==> config.mk <==
export PLATFORM = sky130hd
export DESIGN_NAME = cslp_ctrl
export DESIGN_NICKNAME = d
export VERILOG_FILES = /design/src/inc/cslp_pkg.sv /design/src/inc/cslp_clk_if.sv /design/src/hw/cslp_ctrl.sv /design/src/hw/cslp_clkgen.sv
export SDC_FILE = /design/constraint.sdc
export NUM_CORES = 1
export LEC_CHECK = 0
export BUFFER_PORTS_ARGS = -buffer_cell sky130_fd_sc_hd__buf_2
export CAP_MARGIN = 30
export CORE_MARGIN = 3
export CORE_UTILIZATION = 29
export CTS_BUF_LIST = sky130_fd_sc_hd__clkbuf_16
export CTS_CLUSTER_DIAMETER = 50
export DETAILED_ROUTE_END_ITERATION = 7
export PLACE_DENSITY = 0.6
export SLEW_MARGIN = 20
export SYNTH_ARGS = -nofsm -noshare
export SYNTH_HDL_FRONTEND = slang
export SYNTH_SLANG_ARGS = --single-unit
==> constraint.sdc <==
create_clock -name mclk -period 2.9 [get_ports mclk]
set_input_delay 0.145 -clock mclk [delete_from_list [all_inputs] [get_ports mclk]]
set_output_delay 0.145 -clock mclk [all_outputs]
set_load 0.05 [all_outputs]
==> src/inc/cslp_pkg.sv <==
package cslp_pkg;

  // ****************************************
  // Register map
  // ****************************************
  localparam logic [31:0] CSLP_SCC_ADDR   = 32'h8007fc50;
  localparam logic [31:0] CSLP_STAT_ADDR  = 32'h8007fc58;
  localparam logic [31:0] CSLP_SCC_RESET  = 32'h04100003;
  localparam logic [31:0] CSLP_SCC_WMASK  = 32'h1f78030f;

  // Field positions, little-endian bit numbers of the 32-bit word
  localparam int CSLP_WAKE_MASK_BIT = 28;
  localparam int CSLP_TB_SRC_BIT    = 27;
  localparam int CSLP_DEC_GATE_BIT  = 26;
  localparam int CSLP_LOCK_RST_BIT  = 25;
  localparam int CSLP_OSC_RST_BIT   = 24;
  localparam int CSLP_MULT_LSB      = 19;
  localparam int CSLP_PMODE_LSB     = 8;
  localparam int CSLP_ODIV_LSB      = 0;

  // Status register fields
  localparam int CSLP_ST_SRC_LSB  = 0;
  localparam int CSLP_ST_STATE_LSB = 4;
  localparam int CSLP_ST_HOLD_BIT = 6;

  // ****************************************
  // Modes and encodings
  // ****************************************
  localparam logic [1:0] CSLP_PM_NORMAL  = 2'h0;
  localparam logic [1:0] CSLP_PM_SINGLE  = 2'h1;
  localparam logic [1:0] CSLP_PM_DOZE    = 2'h2;
  localparam logic [1:0] CSLP_PM_SLEEP   = 2'h3;

  localparam int         CSLP_PRE_W      = 10;
  localparam logic [3:0] CSLP_ODIV_MAX   = 4'ha;
  localparam logic [1:0] CSLP_QUART_LAST = 2'h3;

  // Clock source, coded {synth_supply_strap, clock_source_strap}
  typedef enum logic [1:0] {
    CSLP_SRC_TEST    = 2'h0,
    CSLP_SRC_BYPASS  = 2'h1,
    CSLP_SRC_ONE2ONE = 2'h2,
    CSLP_SRC_NORMAL  = 2'h3
  } cslp_src_t;

  typedef enum logic [1:0] {
    CSLP_RUN   = 2'h0,
    CSLP_DRAIN = 2'h1,
    CSLP_HALT  = 2'h3
  } cslp_lp_state_t;

  // Prescaler mask: divide by 2**odiv, saturating at 1024
  function automatic logic [CSLP_PRE_W-1:0] cslp_odiv_mask(input logic [3:0] odiv);
    logic [CSLP_PRE_W:0] one;
    one = {{CSLP_PRE_W{1'b0}}, 1'b1} << ((odiv > CSLP_ODIV_MAX) ? CSLP_ODIV_MAX : odiv);
    return CSLP_PRE_W'(one - 1'b1);
  endfunction

endpackage

==> src/inc/cslp_clk_if.sv <==
`timescale 1ns/1ps
interface cslp_clk_if;
  import cslp_pkg::*;
  logic       run_osc;
  logic       half_rate;
  logic [3:0] odiv;
  logic       sys_tick;
  logic       osc_q_tick;
  logic       sys_q_tick;

  modport gen (input run_osc, input half_rate, input odiv,
               output sys_tick, output osc_q_tick, output sys_q_tick);
  modport ctl (output run_osc, output half_rate, output odiv,
               input sys_tick, input osc_q_tick, input sys_q_tick);
endinterface

==> src/hw/cslp_ctrl.sv <==
// The implementer's own choice: the address-and-strobe port.
`timescale 1ns/1ps
// What this block does
// - Both straps high: normal, programmable synthesizer
// - Mode strap low: one-to-one oscillator clocking
// - Supply strap low: synthesizer bypassed, half rate
// - Output divider further divides in those modes
// - Both straps low: factory test, synthesizer bypassed
// - Power-mode field selects one of four modes
// - Block bus, finish cycle, then stop clocks
// - Power mode resets normal, exit returns normal
// - Single-chip mode stops only output clock
// - Sleep stops every clock and oscillator
// - Reset, unmasked pins, timers (except in sleep) end modes
// - Mask bit gates interrupt pin wake-up
// - Bit four selects time-base clock source
// - Bit five gates decrementer clock, resets one
// - Bit six enables reset on lock loss
// - Bit seven enables reset on oscillator loss
// - Field codes: normal, single, doze, sleep
module cslp_ctrl
  import cslp_pkg::*;
(
  input  wire logic        mclk,
  input  wire logic        reset,
  input  wire logic [31:0] reg_addr,
  input  wire logic [31:0] reg_wdata,
  input  wire logic        reg_wr,
  input  wire logic        reg_rd,
  output logic      [31:0] reg_rdata,
  input  wire logic        synth_supply_strap,
  input  wire logic        clock_source_strap,
  input  wire logic        bus_cycle_busy,
  input  wire logic [1:0]  wake_irq,
  input  wire logic        reset_output_evt,
  input  wire logic        dec_irq,
  input  wire logic        pit_irq,
  input  wire logic        lock_loss,
  input  wire logic        osc_loss,
  output logic             clkout_en,
  output logic             core_clk_en,
  output logic             osc_run,
  output logic             synth_run,
  output logic             synth_programmable,
  output logic             bus_hold,
  output logic [1:0]       power_mode,
  output logic [1:0]       clock_source,
  output logic [3:0]       multiplier_field,
  output logic             timebase_tick,
  output logic             dec_tick,
  output logic             lock_reset_req,
  output logic             osc_reset_req
);

  // ****************************************
  // State
  // ****************************************
  logic [31:0]    scc_r,   scc_nxt;
  cslp_src_t      src_r,   src_nxt;
  cslp_lp_state_t st_r,    st_nxt;
  logic [31:0]    rdata_r, rdata_nxt;
  logic           lrq_r,   lrq_nxt;
  logic           orq_r,   orq_nxt;
  logic           exit_evt;
  logic           wake_pin;
  logic [1:0]     pmode;
  logic           halted;
  logic [31:0]    status;

  cslp_clk_if ck ();

  assign pmode  = scc_r[CSLP_PMODE_LSB +: 2];
  assign halted = (st_r == CSLP_HALT);

  // ****************************************
  // Register bus and low-power sequencing
  // ****************************************
  always_comb begin
    wake_pin = (|wake_irq) && scc_r[CSLP_WAKE_MASK_BIT];
    // Timer interrupts cannot end sleep since their clocks are stopped
    exit_evt = reset_output_evt || wake_pin || ((dec_irq || pit_irq) && (pmode != CSLP_PM_SLEEP));
    src_nxt  = src_r;
    scc_nxt  = scc_r;
    st_nxt   = st_r;
    if (reg_wr && (reg_addr == CSLP_SCC_ADDR)) begin
      scc_nxt = (reg_wdata & CSLP_SCC_WMASK) | (scc_r & ~CSLP_SCC_WMASK);
    end
    case (st_r)
      CSLP_RUN: begin
        if (scc_nxt[CSLP_PMODE_LSB +: 2] != CSLP_PM_NORMAL) begin
          st_nxt = CSLP_DRAIN;
        end
      end
      CSLP_DRAIN: begin
        if (exit_evt) begin
          st_nxt = CSLP_RUN;
        end else if (!bus_cycle_busy) begin
          st_nxt = CSLP_HALT;
        end
      end
      CSLP_HALT: begin
        if (exit_evt) begin
          st_nxt = CSLP_RUN;
        end
      end
      default: begin
        st_nxt = CSLP_RUN;
      end
    endcase
    // Exit wins over a concurrent write so a wake-up is never lost
    if ((st_r != CSLP_RUN) && exit_evt) begin
      scc_nxt[CSLP_PMODE_LSB +: 2] = CSLP_PM_NORMAL;
    end
    lrq_nxt = lock_loss && scc_r[CSLP_LOCK_RST_BIT] && synth_run;
    orq_nxt = osc_loss && scc_r[CSLP_OSC_RST_BIT];
  end

  always_comb begin
    status                                = '0;
    status[CSLP_ST_SRC_LSB +: 2]          = src_r;
    status[CSLP_ST_STATE_LSB +: 2]        = st_r;
    status[CSLP_ST_HOLD_BIT]              = bus_hold;
    rdata_nxt                             = '0;
    if (reg_rd) begin
      if (reg_addr == CSLP_SCC_ADDR) begin
        rdata_nxt = scc_r & CSLP_SCC_WMASK;
      end else if (reg_addr == CSLP_STAT_ADDR) begin
        rdata_nxt = status;
      end
    end
  end

  always_ff @(posedge mclk) begin
    if (reset) begin
      // Straps are caught while the synchronous reset is held
      src_r   <= cslp_src_t'({synth_supply_strap, clock_source_strap});
      scc_r   <= CSLP_SCC_RESET;
      st_r    <= CSLP_RUN;
      rdata_r <= '0;
      lrq_r   <= 1'b0;
      orq_r   <= 1'b0;
    end else begin
      src_r   <= src_nxt;
      scc_r   <= scc_nxt;
      st_r    <= st_nxt;
      rdata_r <= rdata_nxt;
      lrq_r   <= lrq_nxt;
      orq_r   <= orq_nxt;
    end
  end

  // ****************************************
  // Clock gating
  // ****************************************
  assign ck.run_osc   = !(halted && (pmode == CSLP_PM_SLEEP));
  assign ck.half_rate = (src_r == CSLP_SRC_BYPASS);
  // Test mode skips the divider chain
  assign ck.odiv      = (src_r == CSLP_SRC_TEST) ? 4'h0 : scc_r[CSLP_ODIV_LSB +: 4];

  cslp_clkgen u_clkgen (
    .mclk  (mclk),
    .reset (reset),
    .ck    (ck)
  );

  always_comb begin
    osc_run            = ck.run_osc;
    synth_run          = ck.run_osc && src_r[1];
    synth_programmable = (src_r == CSLP_SRC_NORMAL);
    bus_hold           = (st_r != CSLP_RUN);
    clkout_en          = ck.sys_tick && !halted;
    core_clk_en        = ck.sys_tick && !(halted && (pmode != CSLP_PM_SINGLE));
    timebase_tick      = scc_r[CSLP_TB_SRC_BIT] ? (ck.sys_q_tick && core_clk_en) : ck.osc_q_tick;
    dec_tick           = timebase_tick && scc_r[CSLP_DEC_GATE_BIT];
    power_mode         = pmode;
    clock_source       = src_r;
    multiplier_field   = scc_r[CSLP_MULT_LSB +: 4];
    reg_rdata          = rdata_r;
    lock_reset_req     = lrq_r;
    osc_reset_req      = orq_r;
  end
endmodule // cslp_ctrl

==> src/hw/cslp_clkgen.sv <==
`timescale 1ns/1ps
module cslp_clkgen
  import cslp_pkg::*;
(
  input  wire logic mclk,
  input  wire logic reset,
  cslp_clk_if.gen   ck
);

  logic                  half_r,  half_nxt;
  logic [CSLP_PRE_W-1:0] pre_r,   pre_nxt;
  logic [1:0]            oq_r,    oq_nxt;
  logic [1:0]            sq_r,    sq_nxt;
  logic                  base;
  logic [CSLP_PRE_W-1:0] mask;

  // ****************************************
  // Tick generation
  // ****************************************
  always_comb begin
    mask          = cslp_odiv_mask(ck.odiv);
    base          = ck.run_osc && (!ck.half_rate || half_r);
    ck.sys_tick   = base && ((pre_r & mask) == mask);
    ck.osc_q_tick = ck.run_osc && (oq_r == CSLP_QUART_LAST);
    ck.sys_q_tick = ck.sys_tick && (sq_r == CSLP_QUART_LAST);
    half_nxt      = ck.run_osc ? !half_r : half_r;
    pre_nxt       = base ? pre_r + 1'b1 : pre_r;
    oq_nxt        = ck.run_osc ? oq_r + 1'b1 : oq_r;
    sq_nxt        = ck.sys_tick ? sq_r + 1'b1 : sq_r;
  end

  always_ff @(posedge mclk) begin
    if (reset) begin
      half_r <= 1'b0;
      pre_r  <= '0;
      oq_r   <= 2'h0;
      sq_r   <= 2'h0;
    end else begin
      half_r <= half_nxt;
      pre_r  <= pre_nxt;
      oq_r   <= oq_nxt;
      sq_r   <= sq_nxt;
    end
  end

endmodule // cslp_clkgen

* Word level (Yosys, flattened, before mapping)
Cells that the tools add are included.
Word-level totals: register bits 85, input bits 78, output and inout port bits 50, word-level logic and storage cells 86
Cells by class: add/sub/neg operators 4, $lt $le $gt $ge 1, equality and inequality tests 15, shift operators 1, multiplexer cells 11, bitwise gates (word level) 4, reductions and logical operators 37
Operator list (number):
- 32-bit == test, second input constant | 2
- 29-bit by 32-bit bitwise OR with 32-bit output | 1
- 29-bit two-way mux | 1
- 1-bit logical AND | 18
- 10-bit by 1-bit adder with 10-bit output, second input constant | 1
- 10-bit AND | 1
- 10-bit == test | 1
- 2-bit == test, second input constant | 5
- 10-bit two-way mux | 1
- 1-bit by 4-bit left shift with 10-bit output, first input constant | 1
- 10-bit by 1-bit subtractor with 10-bit output, second input constant | 1
- 2-bit two-way mux | 4
- 4-bit two-way mux | 2
- 7-bit two-way mux | 1
- 2-bit inequality test, second input constant | 3
- 2-bit case mux with 3 select lines | 1
- 2-bit OR reduction | 3
- 1-bit zero test | 5
- 2-bit by 1-bit adder with 2-bit output, second input constant | 2
- 2-bit by 1-bit == test with 1-bit output, second input constant | 2
- 4-bit greater-than comparator, second input constant | 1
- 2-bit zero test | 2
- 1-bit logical OR | 4
- 2-bit nonzero test | 2
- other kinds (7) | 8

* Longest topological paths before layout
Gate-level depths: netlist of the first run.
depth in word-level cells 13, mapped depth 8, depth with buffers taken out 8

* Hierarchy
A second synthesis of the first run with hierarchy kept.
Unflattened totals: cells, all modules 288, area total of the unflattened synthesis 2751.4 um^2
Modules (own cells, without submodules):
- cslp_ctrl | instances 1, cells each 186, area an instance 1849.3 um^2, seq. area each 800.8 um^2
- cslp_clkgen | instances 1, cells each 102, area an instance 902.1 um^2, seq. area each 300.3 um^2

* Worst setup path before layout of the first run
Ideal clock, no wire load.
path type reg2out, start reg src_r[1] (netlist: clock_source[1]), end out timebase_tick, data arrival time 2.776 ns, data required time 2.755 ns, slack -0.021 ns, cell stages (with the launch flop) 9, buffers on the path 0, cells stage by stage edfxtp_1 nor2_1 nor2_1 nand3_1 ha_1 o21ai_0 a31o_1 o2111ai_1 o21ai_0
On the way: longest elaborated chain between the ends 12
Ends and longest elaborated chain:
- start, declared | RTL line cslp_ctrl.sv:59 | cslp_src_t src_r, src_nxt;
- start signal, assigned | RTL line cslp_ctrl.sv:136 | src_r <= cslp_src_t'({synth_supply_strap, clock_source_strap});
- start signal, assigned | RTL line cslp_ctrl.sv:143 | src_r <= src_nxt;
- 2-bit zero test | RTL line cslp_ctrl.sv:158 | assign ck.odiv = (src_r == CSLP_SRC_TEST) ? 4'h0 : scc_r[CSLP_ODIV_LSB +: 4];
- 4-bit two-way mux | RTL line cslp_ctrl.sv:158
- 4-bit greater-than comparator | RTL line cslp_pkg.sv:55 | one = {{CSLP_PRE_W{1'b0}}, 1'b1} << ((odiv > CSLP_ODIV_MAX) ? CSLP_ODIV_MAX : odiv);
- 4-bit two-way mux | RTL line cslp_pkg.sv:55
- 1-bit by 4-bit left shift with 10-bit output | RTL line cslp_pkg.sv:55
- 10-bit by 1-bit subtractor with 10-bit output | RTL line cslp_pkg.sv:56 | return CSLP_PRE_W'(one - 1'b1);
- 10-bit AND | RTL line cslp_clkgen.sv:23 | ck.sys_tick = base && ((pre_r & mask) == mask);
- 10-bit == test | RTL line cslp_clkgen.sv:23
- 1-bit logical AND * | RTL line cslp_clkgen.sv:23
- 1-bit logical AND (on tied branches) | RTL line cslp_clkgen.sv:25, cslp_ctrl.sv:172
- 1-bit logical AND * | RTL line cslp_ctrl.sv:173 | timebase_tick = scc_r[CSLP_TB_SRC_BIT] ? (ck.sys_q_tick && core_clk_en) : ck.osc_q_tick;
- 1-bit two-way mux * | RTL line cslp_ctrl.sv:173
- end, declared | RTL line cslp_ctrl.sv:49 | output logic timebase_tick,
Mark *: on every way between the ends. The rest lies on a longest branch, timed or not.

* Worst setup path in the final report of the first run
start reg src_r[0] (netlist: clock_source[0]), end out dec_tick
On the way: longest elaborated chain between the ends 13
Ends and longest elaborated chain:
- 2-bit zero test | RTL line cslp_ctrl.sv:158
- 4-bit two-way mux | RTL line cslp_ctrl.sv:158
- 4-bit greater-than comparator | RTL line cslp_pkg.sv:55
- 4-bit two-way mux | RTL line cslp_pkg.sv:55
- 1-bit by 4-bit left shift with 10-bit output | RTL line cslp_pkg.sv:55
- 10-bit by 1-bit subtractor with 10-bit output | RTL line cslp_pkg.sv:56
- 10-bit AND | RTL line cslp_clkgen.sv:23
- 10-bit == test | RTL line cslp_clkgen.sv:23
- 1-bit logical AND * | RTL line cslp_clkgen.sv:23
- 1-bit logical AND (on tied branches) | RTL line cslp_clkgen.sv:25, cslp_ctrl.sv:172
- 1-bit logical AND * | RTL line cslp_ctrl.sv:173
- 1-bit two-way mux * | RTL line cslp_ctrl.sv:173
- 1-bit logical AND * | RTL line cslp_ctrl.sv:174 | dec_tick = timebase_tick && scc_r[CSLP_DEC_GATE_BIT];
- end, declared | RTL line cslp_ctrl.sv:50 | output logic dec_tick,
Marked as above.

==> results.txt, run 1 <==
outcome: complete, no violations
maximum clock insertion buffer count: 2
FP Rows: 32
Max Freq: 375 MHz
H-tree depth: 2
post-route setup slack: 0.232 ns
clock-pin transition on the worst setup and hold timing paths: 0.07 ns
Pint: 1.22 mW
initial antenna violation count: 0
library cells used by synthesis: 50
Post-synth EDFFs: 2
Tmin final: 2.67 ns
setup TNS: 0 ns
setup bufs post-CTS: 0
DRC: 0
total net switching power: 0.374 mW
Top Ports: 128
first-pass GRT wire length: 9.40 mm
Clk pwr share: 0.402
Tcrit/Tclk final: 0.920
peak supply drop: 0.242 mV
max cap viols: 0
Area Growth Syn to Fin: 26.4%
power per cell area: 515 nW/um^2
final WL: 5.94 mm
I/O Buffers: 96
worst slew pin tran: 0.556 ns
share of layout cells above drive strength 1: 0.324
fin nets: 431
Via-to-Cell Ratio: 4.66
Setup Skew: 0.00527 ns
chip width: 98.0 microns
top_reg_cell synth: dfxtp_1
Final Setup Violations: 0
via count: 2100
most common library cell in the layout ignoring fill and taps: buf_2
switch share: 0.234
post-route ant nets: 0
GPL Wtd Cong: 0.843
endpoints failing hold: 0
static leakage: 1.40 nW
total core area: 7970 sq um
dominant cells by area after synthesis: dfxtp_1 (42%), buf_4 (6.7%), mux2i_1 (6.1%), and2_1 (5.1%), nor2_1 (4.7%)
CTS root buffer: clkbuf_16
synth warn: 0
largest net degree at the start of global routing: 27
logic gate share of total power: 0.117
register area share after synthesis: 0.449
top-area cell type share of the netlist area: 0.424
# resized after CTS: 0
CP Class: reg2out
Remaining Overflow, GRT: 0
Post-Syn Instances: 260
synthesized area: 2450 sq um
vias in the first global route: 1960
Hold WC Path Type: in2reg
Pre-antenna DRT Iters: 4
FFs w/ async S/R, synth: 0
Starting Density: 0.308
Worst slew margin: 0.626
ANT cells: 0
Final Slew Violations: 0
crit path launch type: register
Sink Count: 54
Initial DRC Count: 102
critical path data arrival time: 2.52 ns
die area: 9600 sq um
most frequent cells in the layout: buf_2 (96), dfxtp_1 (52), nor2_1 (31), and2_1 (20), mux2i_1 (15)
maximum fanout along the worst path: 4
kind of end point of the critical path: primary output
register bit total from synthesis: 54
leading area contributor after synthesis: dfxtp_1
pre-CTS setup slack: 0.545 ns
# hold bufs at CTS: 0
Seq pwr share: 0.481
RSZ-0062 raised after global routing: no
CTS Buf Count: 5
Skew-Pair Late Insertion Delay: 0.28 ns
CTS tree: built
Vert. Die Dim: 98.0 microns
WL/cell: 13.2 microns
gr usage total: 0.121
HPWL after DPL: 4.59 mm
total power: 1.60 mW
Syn Area/Cell: 9.44 sq um
Critical Path RT: 2.76 ns
-- synthesized netlist by cell type, drive strengths merged (3+ instances only) --
cell type and count:
dfxtp 52, nor2 31, buf 25, and2 20, mux2i 15, nand2 12
a21oi 7, clkbuf 7, inv 7, nand3 7, nand4 7, xnor2 7
o21ai 5, xor2 5, ha 4, and3 3, and4 3, nor3 3
nor4b 3, nor4bb 3
-- power by group through the flow --
stage | registers, mW | logic [mW] | clock network, mW
finish | 0.769 | 0.186 | 0.643
detailed placement | 0.786 | 0.187 | 0
global route | 0.771 | 0.202 | 0.689
CTS | 0.769 | 0.188 | 0.665
global placement | 0.785 | 0.183 | 0
floorplan | 0.792 | 0.127 | 0
-- final cells by class --
cell class	instances	area (sq um)
multi-input cells	179	1170
fillers	825	4870
flip-flops and latches	54	1100
clock inverters	2	33.8
inverters	8	30.0
clock buffers	5	125
repair buffers	101	518
well taps	102	128
-- critical path: stages (launching register included) --
cell	delay, ns
edfxtp_1	0.38
nor2_1	0.28
a21oi_1	0.08
ha_1	0.26
or4_1	0.50
a31o_1	0.20
o2111ai_1	0.17
o22ai_1	0.13
buf_2	0.23
-- cells by family (layout without fill, tap and decap cells) --
family          after synthesis  in the layout  synth area share
mux                          16             16            0.0673
buf+inv                      40            116            0.0989
xor+xnor                     12             12            0.0428
compound gates               29             29            0.0856
simple gates                104            104             0.235
other cells                   1             14           0.00153
flops                        54             54             0.449
fa+ha+maj                     4              4            0.0204
-- through the flow --
step	hold slack (ns)	instances	util	instance area [sq um]
floorplan	0.239	273	-	2500
global placement	0.327	444	0.369	2940
detailed placement	0.323	444	0.369	2940
CTS	0.0271	451	0.389	3100
global route	0.0265	451	0.389	3100
finish	0.0314	451	0.389	3100
-- routing by layer --
layer	wire, microns	global-route usage
met4	72	0.0383
met5	0	0
met1	2480	0.146
met2	2830	0.201
met3	550	0.0407
-- registers in the layout (all words and copies together), names as in the netlist --
register	cells
u_clkgen.half_r	1
u_clkgen.pre_r	10
osc_reset_req	1
u_clkgen.sq_r	2
reg_rdata	18
scc_r	15
clock_source	2
lock_reset_req	1
st_r	2
u_clkgen.oq_r	2
-- path summary, 6_finish.rpt --
kind	slack, ns	depth (start not counted)	from	end
hold reg to reg	0.47	2	u_clkgen.oq_r[1]	u_clkgen.oq_r[1]
setup reg to reg	0.61	7	clock_source[0]	u_clkgen.sq_r[0]
setup / recovery	0.23	8	clock_source[0]	dec_tick
hold / removal	0.03	1	synth_supply_strap	clock_source[1]
(Power assumes the default switching activity.)
==> run 2, diff against run 1 <==
--- a/config.mk
+++ b/config.mk
@@ -12,8 +12,9 @@
 export CTS_BUF_LIST = sky130_fd_sc_hd__clkbuf_16
 export CTS_CLUSTER_DIAMETER = 50
 export DETAILED_ROUTE_END_ITERATION = 7
-export PLACE_DENSITY = 0.6
+export PLACE_DENSITY = 0.59
 export SLEW_MARGIN = 20
 export SYNTH_ARGS = -nofsm -noshare
 export SYNTH_HDL_FRONTEND = slang
+export SYNTH_HIERARCHICAL = 1
 export SYNTH_SLANG_ARGS = --single-unit
==> results.txt, run 2 <==
outcome: complete, but fails checks
failing checks: setup timing
Sink Count: 54
maximum fanout along the worst path: 4
Hold WC Path Type: in2reg
Post-Syn Instances: 288
Syn Area/Cell: 9.55 sq um
Starting Density: 0.307
leading area contributor after synthesis: dfxtp_1
Pre-antenna DRT Iters: 4
endpoints failing hold: 0
Final Setup Violations: 4
Critical Path RT: 2.76 ns
HPWL after DPL: 5.32 mm
I/O Buffers: 96
library cells used by synthesis: 59
Critical Path Max Stage Delay: 0.43 ns
CTS Buf Count: 5
most frequent cells after synthesis: dfxtp_1 (52), nor2_1 (24), buf_4 (21), and2_1 (18), a21oi_1 (16)
FP Rows: 34
final WL: 7.09 mm
WL/cell: 13.9 microns
power per cell area: 455 nW/um^2
Slowest cell on crit path: edfxtp_1
worst-path cell chain: nor2_4 > nor2b_2 > nor2_4 > nand2_1 > ha_1 > nor2b_1 > o21ai_0 > o2111ai_2 > nor4_4 > and2_4 > a31o_4 > and2_4 > buf_8
CP Class: reg2out
fin nets: 464
vias in the first global route: 2248
Vert. Die Dim: 103 microns
most common library cell in the layout ignoring fill and taps: buf_2
total core area: 8980 sq um
crit path launch type: register
top_reg_cell synth: dfxtp_1
Final Util: 0.396
Top Ports: 128
dominant cells by area after synthesis: dfxtp_1 (38%), buf_4 (5.7%), and2_1 (4.1%), mux2i_1 (3.6%), nor2_1 (3.3%)
RSZ-0062 raised after global routing: yes
CTS root buffer: clkbuf_16
maximum clock insertion buffer count: 2
top-count cell post-synth: dfxtp_1
most frequent cells in the layout: buf_2 (92), dfxtp_1 (52), nor2_1 (23), and2_1 (16), a21oi_1 (16)
Initial DRC Count: 118
max cap viols: 0
max reg flops: 18
static leakage: 1.54 nW
share of layout cells above drive strength 1: 0.381
top-area cell type share of the netlist area: 0.378
GPL Wtd Cong: 0.852
CTS tree: built
Worst slew margin: 0.464
Tcrit/Tclk final: 1.09
synth warn: 6
Setup Skew: 0.00676 ns
pre-CTS setup slack: 0.0151 ns
clock-pin transition on the worst setup and hold timing paths: 0.07 ns
largest net degree at the start of global routing: 42
post-route ant nets: 0
Final Slew Violations: 0
first-pass GRT wire length: 11.2 mm
register bit total from synthesis: 54
critical path data arrival time: 3.01 ns
worst slew pin tran: 0.803 ns
H-tree depth: 2
die area: 10700 sq um
# hold bufs at CTS: 0
FFs w/ async S/R, synth: 0
initial antenna violation count: 0
Hold WS: 0.0299 ns
ANT cells: 0
register area share after synthesis: 0.400
chip width: 103 microns
Fill cells: 913
Post-synth EDFFs: 2
Via-to-Cell Ratio: 4.72
Remaining Overflow, GRT: 0
Max Freq: 317 MHz
Skew-Pair Late Insertion Delay: 0.29 ns
gr usage total: 0.133
synthesized area: 2750 sq um
via count: 2405
Tmin final: 3.16 ns
kind of end point of the critical path: primary output
Area Growth Syn to Fin: 29.2%
post-route setup slack: -0.255 ns
DRC: 0
peak supply drop: 0.235 mV
## run 2: worst max-delay path, delay by kind of cell, from the launching register on
| kind | cells | cell delay (ns) |
|---|---|---|
| flip-flops | 1 | 0.43 |
| AO/OA/AOI/OAI | 3 | 0.47 |
| buffers and inverters | 1 | 0.14 |
| AND/OR/NAND/NOR | 8 | 1.43 |
| adder cells (fa/ha/maj) | 1 | 0.26 |
## run 2: logic make-up (layout without fill, tap and decap cells)
group,count (synthesis),after routing,share of synthesized area
xor gates and xnor gates,9,9,0.0287
muxes,11,11,0.0418
AOI/OAI and AO/OA,44,44,0.103
and+or+nand+nor,128,128,0.322
buffers and inverters,37,119,0.0841
other,1,14,0.00136
DFF,54,54,0.400
adders and majority gates,4,4,0.0182
## run 2: area by class of cell
type | count | area (sq um) | area share
multi-input cells | 210 | 1530 | 0.430
flip-flops and latches | 54 | 1100 | 0.310
repair buffers | 109 | 614 | 0.173
well taps | 126 | 158 | 0.0444
clock buffers | 5 | 125 | 0.0352
clock inverters | 3 | 20.0 | 0.00563
inverters | 2 | 7.51 | 0.00211
## run 2: report_power, final
group          internal, mW  switching [mW]  leakage [nW]
logic                0.0981           0.153          1.04
clock network         0.321           0.277        0.0679
registers             0.758          0.0121         0.440
## run 2: through the flow
step                setup TNS, ns  total power [mW]  instances  area (sq um)
CTS                        -0.400              1.63        509          3540
detailed placement              0              1.03        499          3340
finish                     -0.559              1.62        509          3550
global placement                0              1.02        499          3340
floorplan                  -0.540             0.965        301          2840
global route                -1.25              1.68        509          3550
## run 2: metal layers
layer | up-vias | routed length (microns) | track usage
met2 | 79 | 3300 | 0.216
met4 | 0 | 81 | 0.0359
met1 | 1124 | 3310 | 0.184
met3 | 9 | 398 | 0.0215
li1 | 1193 | - | -
met5 | - | 0 | 0
## run 2: path summary, 6_finish.rpt
kind,startpoint,end,slack (ns),cells past startpoint
worst min register to register,scc_r[24],osc_reset_req,0.45,2
worst max register to register,clock_source[0],u_clkgen/sq_r[0],0.22,11
worst max-delay path,clock_source[0],dec_tick,-0.26,13
worst min-delay path,clock_source_strap,clock_source[0],0.03,1
## run 2: repair_timing
| action | 4_1_cts | 5_1_grt |
|---|---|---|
| setup endpoints to repair | 4 | 4 |
| pin swaps | 0 | 0 |
| resized for setup | 14 | 3 |
| cloned | 0 | 0 |
| endpoints found under the hold margin | 0 | 0 |
| setup buffers | 3 | 0 |
